`src/spi_nv_cfg.svh`:
```
`ifndef SPI_NV_CFG_SVH
`define SPI_NV_CFG_SVH
// Opcodes
`define OP_WREN          8'h06
`define OP_WRDI          8'h04
`define OP_RDSR          8'h05
`define OP_WRSR          8'h01
`define OP_READ          8'h03
`define OP_WRITE         8'h02
`define OP_READ_CLOCK_REGS 8'h13
`define OP_WRTC          8'h12
`define OP_STORE         8'h3c
`define OP_RECALL        8'h60
`define OP_AUTOSAVE_EN   8'h59
`define OP_AUTOSAVE_DIS  8'h19
// Timing, in ns, and the clock period
`define MCLK_PERIOD_NS   100
`define PWRUP_RECALL_NS  20000
`define SW_RECALL_NS     30000
// Reset values
`define AUTOSAVE_RST     1'b1
`define STATUS_RST       8'h00
// Status field position
`define ST_RDY_BIT       0
// Address bytes per memory access
`define ADDR_BYTES       2'h2
`endif

```
`src/spi_nv_pkg.sv`:
```
package spi_nv_pkg;
   // Decoder phase within one select period
   typedef enum logic [2:0] {
      PH_IDLE   = 3'b000,  // Deselected
      PH_OPCODE = 3'b001,  // Collecting the opcode
      PH_ADDR   = 3'b010,  // Collecting address bytes
      PH_DATA   = 3'b011,  // Data phase of a transfer
      PH_IGNORE = 3'b100   // Discard until select rises
   } phase_t;
endpackage : spi_nv_pkg

```
`src/spi_nv_front.sv`:
```
// What this block does
// - Power-up starts a recall into SRAM
// - Power-up recall blocks access, drives busy pin
// - Recall opcode runs recall, blocks memory access
// - Disable opcode suppresses power-down store
// - Enable opcode restores power-down store
// - Autosave setting volatile; store makes it stick (not kept here: reset always loads autosave on)
// - Delivered state: autosave on, cells zero
// - Power-up recall can never be suppressed
// - First byte after select is the opcode
// - One opcode per select period
// - Deselected: ignore input, output tristated
// - Sample on rising, drive on falling edge
// - All bytes shifted most significant first
// - Memory accesses carry two address bytes
// - Unknown opcode: ignore rest, stay tristated
// - Clock level at select fall picks mode
// - Mode 3 first bit after clock goes low
// - Stay deselected until a select falling edge
// - Eight-bit status register present
// - Status ready bit set while busy
// - Busy pin pulled low during store
`timescale 1ns/100ps
`default_nettype none
`include "spi_nv_cfg.svh"

module byte_fifo #(
   parameter int W     = 9,   // Word width
   parameter int DEPTH = 32   // Number of words
) (
   input  wire logic         mclk,      // Block clock
   input  wire logic         sys_rst,   // Synchronous reset
   input  wire logic         in_valid,  // Word offered
   output logic              in_ready,  // Room for a word
   input  wire logic [W-1:0] in_data,   // Word in
   output logic              out_valid, // Word available
   input  wire logic         out_ready, // Drain takes word
   output logic [W-1:0]      out_data   // Word out
);
   localparam int AW = $clog2(DEPTH);

   typedef struct packed {
      logic [DEPTH-1:0][W-1:0] mem;  // Storage
      logic [AW-1:0]           wr;   // Write index
      logic [AW-1:0]           rd;   // Read index
      logic [AW:0]             cnt;  // Words held
   } fifo_st_t;

   fifo_st_t s_q, s_d;
   logic     push, pop;

   assign in_ready  = (s_q.cnt != (AW+1)'(DEPTH));
   assign out_valid = (s_q.cnt != '0);
   assign out_data  = s_q.mem[s_q.rd];
   assign push      = in_valid & in_ready;
   assign pop       = out_valid & out_ready;

   // Pointer wrap works for any depth, not only powers of two
   function automatic logic [AW-1:0] bump(input logic [AW-1:0] p);
      return (p == AW'(DEPTH-1)) ? '0 : p + 1'b1;
   endfunction : bump

   // Next state of the queue
   always_comb begin
      s_d = s_q;
      if (push) begin
         s_d.mem[s_q.wr] = in_data;
         s_d.wr          = bump(s_q.wr);
      end
      if (pop)
         s_d.rd = bump(s_q.rd);
      if (push && !pop)
         s_d.cnt = s_q.cnt + 1'b1;
      else if (pop && !push)
         s_d.cnt = s_q.cnt - 1'b1;
   end

   // Reset clears the storage, both pointers and the count
   always_ff @(posedge mclk) begin
      if (sys_rst) begin
         s_q.mem <= '0;
         s_q.wr  <= '0;
         s_q.rd  <= '0;
         s_q.cnt <= '0;
      end else begin
         s_q <= s_d;
      end
   end
endmodule : byte_fifo

module spi_nv_front #(
   parameter int PWRUP_CYC  = (`PWRUP_RECALL_NS + `MCLK_PERIOD_NS - 1) / `MCLK_PERIOD_NS, // Power-up recall
   parameter int RECALL_CYC = (`SW_RECALL_NS + `MCLK_PERIOD_NS - 1) / `MCLK_PERIOD_NS,    // Software recall
   parameter int FIFO_DEPTH = 32                                                          // Write queue depth
) (
   input  wire logic       mclk,                // 10 MHz block clock
   input  wire logic       sys_rst,             // Power-on reset, synchronous
   input  wire logic       cs_n_pin,            // Chip select, active low
   input  wire logic       sck_pin,             // Serial clock from master
   input  wire logic       si_pin,              // Serial data in
   output logic            so_o,                // Serial data out
   output logic            so_oe_n,             // Low while driving serial out
   output logic            store_busy_pin_o,    // Busy pin drive level (0)
   output logic            store_busy_pin_oe_n, // Low while pulling busy pin
   input  wire logic       pwr_fail_pin,        // Supply dropped below threshold
   input  wire logic       store_active,        // A store is in progress
   output logic            pd_store_req,        // Pulse: start power-down store
   output logic            autosave_en,         // Power-down store enabled
   output logic            recall_busy,         // Recall in progress
   output logic [7:0]      status,              // Status register image
   output logic            mode3,               // Mode 3 detected at select
   output logic            op_strobe,           // Pulse: opcode for outer logic
   output logic [7:0]      opcode,              // Last opcode received, known or not
   output logic            rd_req,              // Pulse: fetch byte at rd_addr
   output logic [15:0]     rd_addr,             // Read address
   input  wire logic [7:0] tx_byte,             // Read data for rd_addr
   output logic            rx_valid,            // Write-queue word available
   input  wire logic       rx_ready,            // Drain takes the word
   output logic [8:0]      rx_data,             // {address flag, byte}
   output logic            rx_overflow          // Sticky: byte lost, queue full
);
   typedef struct packed {
      logic [1:0]          cs_sy;    // Select synchroniser
      logic [1:0]          sck_sy;   // Clock synchroniser
      logic [1:0]          si_sy;    // Data synchroniser
      logic [1:0]          pf_sy;    // Power-fail synchroniser
      logic                cs_prev;  // Select one sample ago
      logic                sck_prev; // Clock one sample ago
      logic                pf_prev;  // Power fail one sample ago
      spi_nv_pkg::phase_t  ph;       // Decoder phase
      logic [7:0]          sh;       // Input shifter
      logic [2:0]          bitc;     // Bits in this byte
      logic [1:0]          abyte;    // Address bytes seen
      logic [7:0]          op;       // Opcode of this period
      logic                send;     // Output phase active
      logic                from_sr;  // Output source is status
      logic [7:0]          txsh;     // Output shifter
      logic                so;       // Serial out level
      logic                so_oe_n;  // Serial out enable, low active
      logic                bsy_oe_n; // Busy pin enable, low active
      logic [19:0]         rcnt;     // Recall countdown
      logic                rbusy;    // Recall in progress
      logic                as_en;    // Autosave enable
      logic                as_req;   // Autosave request pulse
      logic [7:0]          stat;     // Status register
      logic                mode3;    // Mode 3 latched
      logic                ostb;     // Opcode strobe
      logic                rreq;     // Read fetch strobe
      logic [15:0]         raddr;    // Read address
      logic                pvld;     // Pending queue word
      logic [8:0]          pdat;     // Pending queue word data
      logic                ovf;      // Sticky overflow
   } front_st_t;

   front_st_t s_q, s_d;
   logic      q_ready;  // Queue accepts the pending word

   byte_fifo #(.W(9), .DEPTH(FIFO_DEPTH)) u_q (
      .mclk      (mclk),
      .sys_rst   (sys_rst),
      .in_valid  (s_q.pvld),
      .in_ready  (q_ready),
      .in_data   (s_q.pdat),
      .out_valid (rx_valid),
      .out_ready (rx_ready),
      .out_data  (rx_data)
   );

   // Opcodes handed to outer logic; anything else is unknown
   function automatic logic known_op(input logic [7:0] o);
      return o == `OP_WREN || o == `OP_WRDI || o == `OP_RDSR || o == `OP_WRSR ||
             o == `OP_READ || o == `OP_WRITE || o == `OP_READ_CLOCK_REGS || o == `OP_WRTC ||
             o == `OP_STORE || o == `OP_RECALL || o == `OP_AUTOSAVE_EN ||
             o == `OP_AUTOSAVE_DIS;
   endfunction : known_op

   // Memory or clock-register accesses carry an address
   function automatic logic addr_op(input logic [7:0] o);
      return o == `OP_READ || o == `OP_WRITE || o == `OP_READ_CLOCK_REGS || o == `OP_WRTC;
   endfunction : addr_op

   function automatic logic read_op(input logic [7:0] o);
      return o == `OP_READ || o == `OP_READ_CLOCK_REGS;
   endfunction : read_op

   // Next state of the whole front end
   always_comb begin
      logic       sel, cs_fall, rise, fall, pf_rise, done, busy;
      logic [7:0] byte_in, src;
      s_d        = s_q;
      s_d.cs_sy  = {s_q.cs_sy[0], cs_n_pin};
      s_d.sck_sy = {s_q.sck_sy[0], sck_pin};
      s_d.si_sy  = {s_q.si_sy[0], si_pin};
      s_d.pf_sy  = {s_q.pf_sy[0], pwr_fail_pin};
      s_d.cs_prev  = s_q.cs_sy[1];
      s_d.sck_prev = s_q.sck_sy[1];
      s_d.pf_prev  = s_q.pf_sy[1];
      s_d.ostb   = 1'b0;
      s_d.rreq   = 1'b0;
      s_d.as_req = 1'b0;
      sel      = ~s_q.cs_sy[1];
      cs_fall  = s_q.cs_prev & ~s_q.cs_sy[1];
      rise     = sel & ~s_q.sck_prev & s_q.sck_sy[1];
      fall     = sel & s_q.sck_prev & ~s_q.sck_sy[1];
      pf_rise  = s_q.pf_sy[1] & ~s_q.pf_prev;
      byte_in  = {s_q.sh[6:0], s_q.si_sy[1]};
      done     = rise && (s_q.bitc == 3'h7);
      busy     = s_q.rbusy | store_active;
      src      = s_q.from_sr ? s_q.stat : tx_byte;

      // Recall countdown; memory opens when it expires
      if (s_q.rbusy) begin
         if (s_q.rcnt <= 20'h1)
            s_d.rbusy = 1'b0;
         else
            s_d.rcnt = s_q.rcnt - 20'h1;
      end

      // Power-down store only when enabled
      if (pf_rise && s_q.as_en && !store_active)
         s_d.as_req = 1'b1;

      // Queue hand-off; the pending word stalls until there is room
      if (s_q.pvld && q_ready)
         s_d.pvld = 1'b0;

      if (!sel || s_q.ph == spi_nv_pkg::PH_IDLE) begin
         // Deselected: input ignored, decoder cleared, output tristated
         s_d.sh      = 8'h00;
         s_d.bitc    = 3'h0;
         s_d.abyte   = 2'h0;
         s_d.send    = 1'b0;
         s_d.so_oe_n = 1'b1;
         s_d.ph      = spi_nv_pkg::PH_IDLE;
         if (cs_fall) begin
            s_d.ph    = spi_nv_pkg::PH_OPCODE;
            s_d.mode3 = s_q.sck_sy[1];
         end
      end else begin
         if (rise) begin
            s_d.sh   = byte_in;
            s_d.bitc = s_q.bitc + 3'h1;
         end
         unique case (s_q.ph)
            spi_nv_pkg::PH_OPCODE: begin
               if (done) begin
                  s_d.op = byte_in;
                  s_d.ph = spi_nv_pkg::PH_IGNORE;
                  if (known_op(byte_in))
                     s_d.ostb = 1'b1;
                  if (addr_op(byte_in) && !busy)
                     s_d.ph = spi_nv_pkg::PH_ADDR;
                  if (byte_in == `OP_RDSR) begin
                     s_d.ph      = spi_nv_pkg::PH_DATA;
                     s_d.send    = 1'b1;
                     s_d.from_sr = 1'b1;
                  end
                  if (byte_in == `OP_RECALL && !busy) begin
                     s_d.rbusy = 1'b1;
                     s_d.rcnt  = 20'(RECALL_CYC);
                  end
                  if (byte_in == `OP_AUTOSAVE_DIS)
                     s_d.as_en = 1'b0;
                  if (byte_in == `OP_AUTOSAVE_EN)
                     s_d.as_en = 1'b1;
               end
            end
            spi_nv_pkg::PH_ADDR: begin
               if (done) begin
                  s_d.raddr = {s_q.raddr[7:0], byte_in};
                  s_d.abyte = s_q.abyte + 2'h1;
                  if (s_q.op == `OP_WRITE || s_q.op == `OP_WRTC) begin
                     s_d.ovf  = s_q.ovf | s_q.pvld;
                     s_d.pvld = 1'b1;
                     s_d.pdat = {1'b1, byte_in};
                  end
                  if (s_q.abyte == `ADDR_BYTES - 2'h1) begin
                     s_d.ph = spi_nv_pkg::PH_DATA;
                     if (read_op(s_q.op)) begin
                        s_d.send    = 1'b1;
                        s_d.from_sr = 1'b0;
                        s_d.rreq    = 1'b1;
                     end
                  end
               end
            end
            spi_nv_pkg::PH_DATA: begin
               if (done) begin
                  if (s_q.send && !s_q.from_sr) begin
                     s_d.raddr = s_q.raddr + 16'h1;  // Rolls over at the top
                     s_d.rreq  = 1'b1;
                  end else if (!s_q.send) begin
                     s_d.ovf  = s_q.ovf | s_q.pvld;
                     s_d.pvld = 1'b1;
                     s_d.pdat = {1'b0, byte_in};
                  end
               end
            end
            spi_nv_pkg::PH_IGNORE: begin
               s_d.so_oe_n = 1'b1;
            end
            spi_nv_pkg::PH_IDLE: begin
               s_d.ph = spi_nv_pkg::PH_IDLE;
            end
            default: begin
               s_d.ph = spi_nv_pkg::PH_IGNORE;
            end
         endcase
         // Output changes on falling edges; a byte is loaded at bit count 0, bit 7 first
         if (fall && s_q.send && s_q.ph == spi_nv_pkg::PH_DATA) begin
            s_d.so_oe_n = 1'b0;
            if (s_q.bitc == 3'h0) begin
               s_d.so   = src[7];
               s_d.txsh = {src[6:0], 1'b0};
            end else begin
               s_d.so   = s_q.txsh[7];
               s_d.txsh = {s_q.txsh[6:0], 1'b0};
            end
         end
      end

      // Status and busy pin follow recall and store activity
      s_d.stat                 = `STATUS_RST;
      s_d.stat[`ST_RDY_BIT]    = s_d.rbusy | store_active;
      s_d.bsy_oe_n             = ~(s_d.rbusy | store_active);
   end

   // Reset stands for power-up: recall always starts here
   always_ff @(posedge mclk) begin
      if (sys_rst) begin
         s_q          <= '0;
         s_q.cs_prev  <= 1'b0;
         s_q.ph       <= spi_nv_pkg::PH_IDLE;
         s_q.so_oe_n  <= 1'b1;
         s_q.bsy_oe_n <= 1'b0;
         s_q.rbusy    <= 1'b1;
         s_q.rcnt     <= 20'(PWRUP_CYC);
         s_q.as_en    <= `AUTOSAVE_RST;
         s_q.stat     <= `STATUS_RST | 8'h01;
      end else begin
         s_q <= s_d;
      end
   end

   assign so_o                = s_q.so;
   assign so_oe_n             = s_q.so_oe_n;
   assign store_busy_pin_o    = 1'b0;
   assign store_busy_pin_oe_n = s_q.bsy_oe_n;
   assign pd_store_req        = s_q.as_req;
   assign autosave_en         = s_q.as_en;
   assign recall_busy         = s_q.rbusy;
   assign status              = s_q.stat;
   assign mode3               = s_q.mode3;
   assign op_strobe           = s_q.ostb;
   assign opcode              = s_q.op;
   assign rd_req              = s_q.rreq;
   assign rd_addr             = s_q.raddr;
   assign rx_overflow         = s_q.ovf;
endmodule : spi_nv_front
`default_nettype wire

```
`config.mk`:
```
export PLATFORM = sky130hd
export DESIGN_NAME = spi_nv_front
export DESIGN_NICKNAME = d
export VERILOG_FILES = /design/src/spi_nv_pkg.sv /design/src/spi_nv_front.sv
export VERILOG_INCLUDE_DIRS = /design/src
export SDC_FILE = /design/constraint.sdc
export NUM_CORES = 1
export LEC_CHECK = 0
export BUFFER_PORTS_ARGS = -buffer_cell sky130_fd_sc_hd__buf_2
export CORE_MARGIN = 4
export CORE_UTILIZATION = 65
export DETAILED_ROUTE_END_ITERATION = 12
export PLACE_DENSITY = 0.9
export SLEW_MARGIN = 20
export SYNTH_ARGS = -nofsm -noshare
export SYNTH_HDL_FRONTEND = slang
export SYNTH_SLANG_ARGS = --single-unit
```
`constraint.sdc`:
```
create_clock -name mclk -period 10.6 [get_ports mclk]
set_clock_uncertainty 0.15 [all_clocks]
set_input_delay 1.59 -clock mclk [delete_from_list [all_inputs] [get_ports mclk]]
set_output_delay 1.59 -clock mclk [all_outputs]
set_load 0.03 [all_outputs]
```
# == Word level (Yosys, flattened, before mapping) ==
# Cells that the tools add are included.
# classes
addsub,8
order_cmp,4
n_eq_ne,39
muxes,52
bitwise,19
n_reduce_logical,55
# ops
cell,n
bitwise mux 288 bit,1
2-to-1 mux 22 bit,3
2-to-1 mux 28 bit,2
one-hot mux 28 bit (2 select lines),1
2-to-1 mux 11 bit,5
binary-select mux 9 bit (select 5 bit),1
demux 9 bit (select 5 bit),1
2-to-1 mux 21 bit,2
"equality test 8 x 5 -> 1 bit, second input constant",5
"equality test 8 x 2 -> 1 bit, second input constant",4
2-to-1 mux 9 bit,3
"equality test 8 x 3 -> 1 bit, second input constant",3
"less-or-equal comparator 20 x 1 -> 1 bit, second input constant",1
2-to-1 mux 20 bit,1
"!= test 2 bit, second input constant",10
"subtractor 20 x 1 -> 20 bit, second input constant",1
logical OR 1 bit,17
2-to-1 mux 17 bit,1
"adder 16 x 1 -> 16 bit, second input constant",1
"equality test 8 x 7 -> 1 bit, second input constant",2
2-to-1 mux 16 bit,1
2-to-1 mux 3 bit,5
AND reduction 7 bit,2
logical AND 1 bit,12
other kinds (39),92
# word_totals
register_bits,413
input_bits,16
output_inout_bits,53
elab_cells,243

# == Depth between registers and ports, before layout ==
# Gate-level depths: netlist (run 1).
# logic_depth
depth_word,13
depth_mapped,12
ltp_nobuf,11

# == Cells and area by module ==
# A second synthesis (run 1) with hierarchy kept.
# unflattened
hier_cells,1886
hier_area_um2,18715.4
# by_module_without_submodules
mod,instances,cells_each,area_each_um2,seq_area_each_um2
byte_fifo,1,1317,13808.2,6085.8
spi_nv_front,1,569,4907.2,2001.9

# == Worst setup path before layout (run 1) ==
# Ideal clock, no wire load.
# synth_timing
path_type,flip-flop to output port
start,reg u_q.s_q[7] (netlist name)
end,out rx_data[4]
arrival_time_ns,2.287
required_time_ns,8.860
path_slack_ns,6.573
path_stages_with_launch,7
n_path_buf,2
path_cell_list,dfxtp_1 > clkbuf_1 > buf_1 > mux4_2 > mux2i_1 > a22o_1 > a221oi_1
# synth_via
elab_chain_len,2
# synth_rtl
item,line,source
"start, declared",spi_nv_front.sv:49,"fifo_st_t s_q, s_d;"
binary-select mux 9 bit (select 5 bit),spi_nv_front.sv:54,assign out_data = s_q.mem[s_q.rd];
2-to-1 mux 9 bit (not written as such),spi_nv_front.sv:54,
"end, declared",spi_nv_front.sv:119,"output logic [8:0] rx_data,"
# Every way passes these cells. The select of a mux whose other input is x is not followed.

# == Worst setup path after layout (run 1) ==
# layout_timing
start,reg u_q.s_q[6] (netlist name)
end,out rx_data[6]
# The elaborated chain is that of the path after synthesis.

==> impl_metrics.toml, run 1 <==
[outcome]
run_status = "finished, final reports clean"

[clock_tree]
ctsHoldBuffers = 0
cts_setup_buffers = 0
cts_buffer_depth = 3
clockRootBuffer = "clkbuf_16"
cts.sinks = 404
cts_buffers = 41
h-tree-depth = 2
clk_pin_slew_ns = 0.06
clock_latency_ns = 0.55
cts_tree = "yes"
cts_resized = 0

[route]
firstDrtPassIters = 8
drt-total-wl_microns = 51100
num_vias = 16700
ant_nets = 0
drc = 0
drtIter0Drc = 2575
wire_per_inst_microns = 20.7
viasPerCell = 6.74

[grt]
grt_pass1_wl_microns = 82000
grt.total_usage = 0.317
antenna_found_initial = 1
grt_max_degree = 121
grt_pass1_vias = 16200
gr-total-overflow = 0

[logic_synthesis]
postSynthCellCount = 2166
ys_ff_latch = 404
synth-async-reset-ratio = 0
yosysTopAreaCellShare = 0.434
synthFlopType = "dfxtp_1"
synth-edff-count = 0
synth_warnings = 0
ys_seq_area_frac = 0.434
synth_top_area_cell = "dfxtp_1"
synth.area.top_cells = "dfxtp_1 43%, a21oi_1 9.1%, mux4_2 8.7%, nand2_1 7.8%, o21ai_0 6.2%"
syn_area_per_cell_sq_um = 8.60
syn_area_sq_um = 18600
synth.distinct_cells = 77

[critical_path]
crit_arrival_ns = 3.71
crit_type = "reg -> out"
critPathSlowestCell = "buf_4"
path_cells = "buf_4 -> mux4_2 -> mux2i_1 -> a22o_1 -> a221oi_1 -> buf_2"
cp-start-kind = "register"
cpPeakStageDelay_ns = 0.80
crit_family = "multiplexers"
crit_buf_inv = 2
end_kind = "primary output"
crit_path_max_fanout = 46
crit_required_ns = 8.86

[floorplanning]
die_h_microns = 177
rows = 61
io_pins = 69
initial_core_util = 0.665
fp.dieW_microns = 177
dieArea_sq_um = 31400
core_area_sq_um = 28000

[timing]
rsz0062_at_grt = "no"
fin_tns_setup_ns = 0
fin_ws_ns = 5.15
period_minus_slack_ns = 5.45
final_hold_viol_count = 0
slew_headroom = 0.226
worstMarginPinSlew_ns = 1.16
fmaxAchievable_mhz = 183
setup_viol = 0
period_share = 0.514
drv_slew = 0

[final_layout]
final_cells = 2474
area_delta_synth_final_pct = 6.75
final_cell_mix = "401 x dfxtp_1, 388 x nand2_1, 338 x a21oi_1, 232 x o21ai_0, 124 x nor2_1"
layout.nets = 2108
num-fill-cells = 1891
diodes = 0
layout_commonest_cell = "dfxtp_1"
design_area_sq_um = 19900
drive_above_1_share = 0.121

[hold_path]
hold_path_class = "reg -> reg"

[placement]
placed_area_sq_um = 18600
routabilityCongestion = 0.896
placedCellCount = 2407
portBuffers = 60
place_ws_ns = 5.82
hpwl_microns = 30400

[pwr]
peakVddDrop_v = 0.000156
leakage_nw = 6.40
power.density_nw_per_um2 = 166

[job]
drv_cap = 0
## registers in the layout (all words and copies together) (netlist names), 7 cells and up
| signal | flops |
|---|---|
| s_q | 58 |
| u_q.s_q | 304 |
| s_d | 7 |
| opcode | 8 |
| rd_addr | 16 |
## final timing paths
path         startpoint          to  slack [ns]  depth (start not counted)
max          u_q.s_q[6]  rx_data[6]        5.15                          6
min            s_d[108]    s_d[100]        0.29                          1
min reg2reg    s_d[108]    s_d[100]        0.29                          1
max reg2reg  u_q.s_q[0]  u_q.s_q[5]        6.51                         10
## Yosys cell counts (14+ instances only)
cell,number
dfxtp_1,404
nand2_1,389
a21oi_1,338
o21ai_0,232
nor2_1,124
clkbuf_1,118
mux4_2,72
mux2i_1,63
buf_1,43
buf_4,34
buf_2,23
ha_1,19
nor3_1,19
nor2b_1,17
nand3_1,16
inv_1,14
## worst register-to-register path, stage by stage, from the launching register on
cell	delay (ns)
dfxtp_1	0.35
or4_1	0.81
o31ai_2	0.83
ha_1	0.36
inv_1	0.15
ha_1	0.24
or4_1	0.49
a311o_1	0.29
o211ai_1	0.11
xnor2_1	0.15
nor2_1	0.05
## kinds of logic (layout without fill, tap and decap cells)
family                   after synthesis  count (layout)  synth area share
other                                  1               8          0.000201
AND/OR/NAND/NOR                      674             674             0.164
AO/OA/AOI/OAI                        665             665             0.198
XOR/XNOR                              23              23            0.0108
adder cells (fa/ha/maj)               20              20            0.0138
multiplexers                         137             137             0.122
buffers and inverters                242             165            0.0576
flip-flops                           404             404             0.434
## metal layers
metal | GRT usage | vias to the layer above | share of wire
met1 | 0.416 | 7883 | 0.37
met4 | 0.137 | 0 | 0.044
met5 | 0 | - | 0
met3 | 0.0611 | 237 | 0.12
met2 | 0.516 | 1145 | 0.47
li1 | - | 7410 | -
## final cells by class
cell class / instances / area [sq um] / share of cell area
clock buffer: 55 / 1150 / 0.0577
timing repair buffer: 81 / 475 / 0.0239
tap: 378 / 473 / 0.0238
clock inverter: 12 / 119 / 0.00597
inverter: 17 / 63.8 / 0.00321
sequential: 404 / 8100 / 0.407
multi-input combinational: 1527 / 9520 / 0.478
## power by group
part	internal, mW	leakage, nW	switching, mW
clock	0.765	0.619	0.608
sequential	1.54	3.26	0.0834
combinational	0.146	2.52	0.173
total	2.45	6.40	0.865
## per-stage QoR
stage          utilization  hold WS [ns]  total power, mW
5_1_grt              0.710         0.315             3.41
3_5_place_dp         0.664         0.283             1.97
4_1_cts              0.710         0.296             3.32
2_1_floorplan            -         0.264             1.91
6_report             0.710         0.290             3.31
3_3_place_gp         0.664         0.267             1.96
Note: power is estimated with default switching activity, not from simulation.
==> run 2: changes to the inputs <==
Settings changed: CORE_UTILIZATION 65 to 62, PLACE_DENSITY 0.9 to 0.87.
Clock period 10.6 ns to 5.45 ns, I/O delays scaled along.
==> run 2 against run 1 <==
Effect of this change: power rose by 100%; via count fell by 0.41%; utilization fell by 3.4 points; sequential share of layout area fell by 0.32 points; combinational power rose by 100%; first-iteration DRC count rose by 4.5%; count of clock-buffer cells in the layout rose by 7; register-to-register slack got worse by 5.0 ns; final cell count rose by 1.1%; non-clock buffer count rose by 5; sequential power rose by 94%; die area rose by 4.6%; critical path type unchanged.
==> impl_metrics.toml, run 2 (synthesis gave the netlist of run 1 again) <==
[route]
viasPerCell = 6.64
ant_nets = 0
drt-total-wl_microns = 50500
drc = 0
num_vias = 16600
wire_per_inst_microns = 20.2
drtIter0Drc = 2690
firstDrtPassIters = 6

[floorplanning]
io_pins = 69
initial_core_util = 0.629
rows = 63
die_h_microns = 181
dieArea_sq_um = 32900
core_area_sq_um = 29600
fp.dieW_microns = 181

[critical_path]
r2r_start = "u_q.s_q[0]"
crit_type = "reg -> out"
cpPeakStageDelay_ns = 0.87
cp-start-kind = "register"
critPathSlowestCell = "dfxtp_4"
crit_path_max_fanout = 40
crit_buf_inv = 2
r2r-end = "u_q.s_q[5]"
crit_required_ns = 4.48
crit_arrival_ns = 3.27
reg2regPathDepth = 10
crit_family = "multiplexers"
end_kind = "primary output"
path_cells = "buf_4 -> mux4_2 -> mux2i_1 -> a221oi_1 -> buf_2"
regToRegSetupSlack_ns = 1.49

[timing]
drv_slew = 0
slew_headroom = 0.275
setup_viol = 0
final_hold_viol_count = 0
period_minus_slack_ns = 4.24
fmaxAchievable_mhz = 236
rsz0062_at_grt = "no"
fin_tns_setup_ns = 0
period_share = 0.777
worstMarginPinSlew_ns = 1.09

[grt]
gr-total-overflow = 0
use_met1 = 0.386
antenna_found_initial = 1
grt_pass1_vias = 16100
busiest_layer = "met2"
met3_usage = 0.0565
grt_pass1_wl_microns = 81800
grt_use_met2 = 0.480
grt_max_degree = 124
grt.total_usage = 0.295

[hold_path]
hold_end = "s_d[100]"
holdPathStages = 1
hold_path_class = "reg -> reg"
hp-start = "s_d[108]"

[pwr]
leakage_nw = 6.48
power.density_nw_per_um2 = 333
peakVddDrop_v = 0.000326

[clock_tree]
ctsHoldBuffers = 0
cts_buffers = 42
cts_tree = "yes"
clock_latency_ns = 0.54
clockRootBuffer = "clkbuf_16"
h-tree-depth = 2
cts.sinks = 404
cts_resized = 0
cts_buffer_depth = 3
cts_setup_buffers = 0
clk_pin_slew_ns = 0.06

[placement]
portBuffers = 60
hpwl_microns = 30100
placedCellCount = 2424
routabilityCongestion = 0.903

[final_layout]
area_delta_synth_final_pct = 7.59
final_cells = 2501
diodes = 0
largest_register_ff_count = 304
layout_commonest_cell = "dfxtp_1"
layout.nets = 2114
drive_above_1_share = 0.124
largest_register = "u_q.s_q"
final_cell_mix = "401 x dfxtp_1, 388 x nand2_1, 338 x a21oi_1, 232 x o21ai_0, 124 x nor2_1"

[job]
drv_cap = 0

[outcome]
run_status = "finished, final reports clean"
-- run 2: changes by cell type in the layout (fill, tap and decap cells not counted) --
cell        delta
bufinv_16      +3
clkbuf_16      +2
inv_8          +1
clkbuf_8       -2
clkbuf_1       +7
clkinvlp_4     -1
clkinv_16      -2
buf_4          +7
buf_6          -2
o21ai_1        +1
clkinv_8       +2
o21ai_2        -1
-- run 2: worst max-delay path by stage --
stage	slack [ns]	start	depth (start not counted)	to
6_report	1.21	u_q.s_q[6]	5	rx_data[1]
5_1_grt	1.01	u_q.s_q[6]	5	rx_data[1]
4_1_cts	1.25	u_q.s_q[6]	5	rx_data[1]
3_5_place_dp	1.56	u_q.s_q[0]	10	u_q.s_q[5]
3_3_place_gp	1.73	u_q.s_q[0]	10	u_q.s_q[5]
2_1_floorplan	2.08	u_q.s_q[0]	11	u_q.s_q[5]
-- run 2: per-layer routing --
metal  part of all wire  up-vias
li1                   -     7420
met1               0.38     7896
met2               0.47     1072
met3               0.11      219
met4              0.045        0
met5                  0        -
-- run 2: report_power, final --
part | switching (mW) | internal [mW]
clock | 1.20 | 1.68
sequential | 0.157 | 2.99
combinational | 0.361 | 0.287
-- run 2: area by class of cell --
class                   instances  area (sq um)
clock inverters                15           185
well taps                     390           488
fillers                      2207          9590
repair buffers                 86           505
flip-flops and latches        404          8100
clock buffers                  62          1200
inverters                      17          63.8
multi-input cells            1527          9520
-- run 2: through the flow --
stage	hold slack, ns	worst slack (ns)	utilization	power [mW]	instance area [sq um]
finish	0.291	1.21	0.677	6.67	20100
global route	0.310	1.01	0.677	6.87	20100
CTS	0.296	1.25	0.676	6.66	20000
detailed placement	0.281	1.56	0.630	3.85	18700
global placement	0.268	1.73	0.630	3.81	18700
floorplan	0.264	2.08	-	3.72	18700
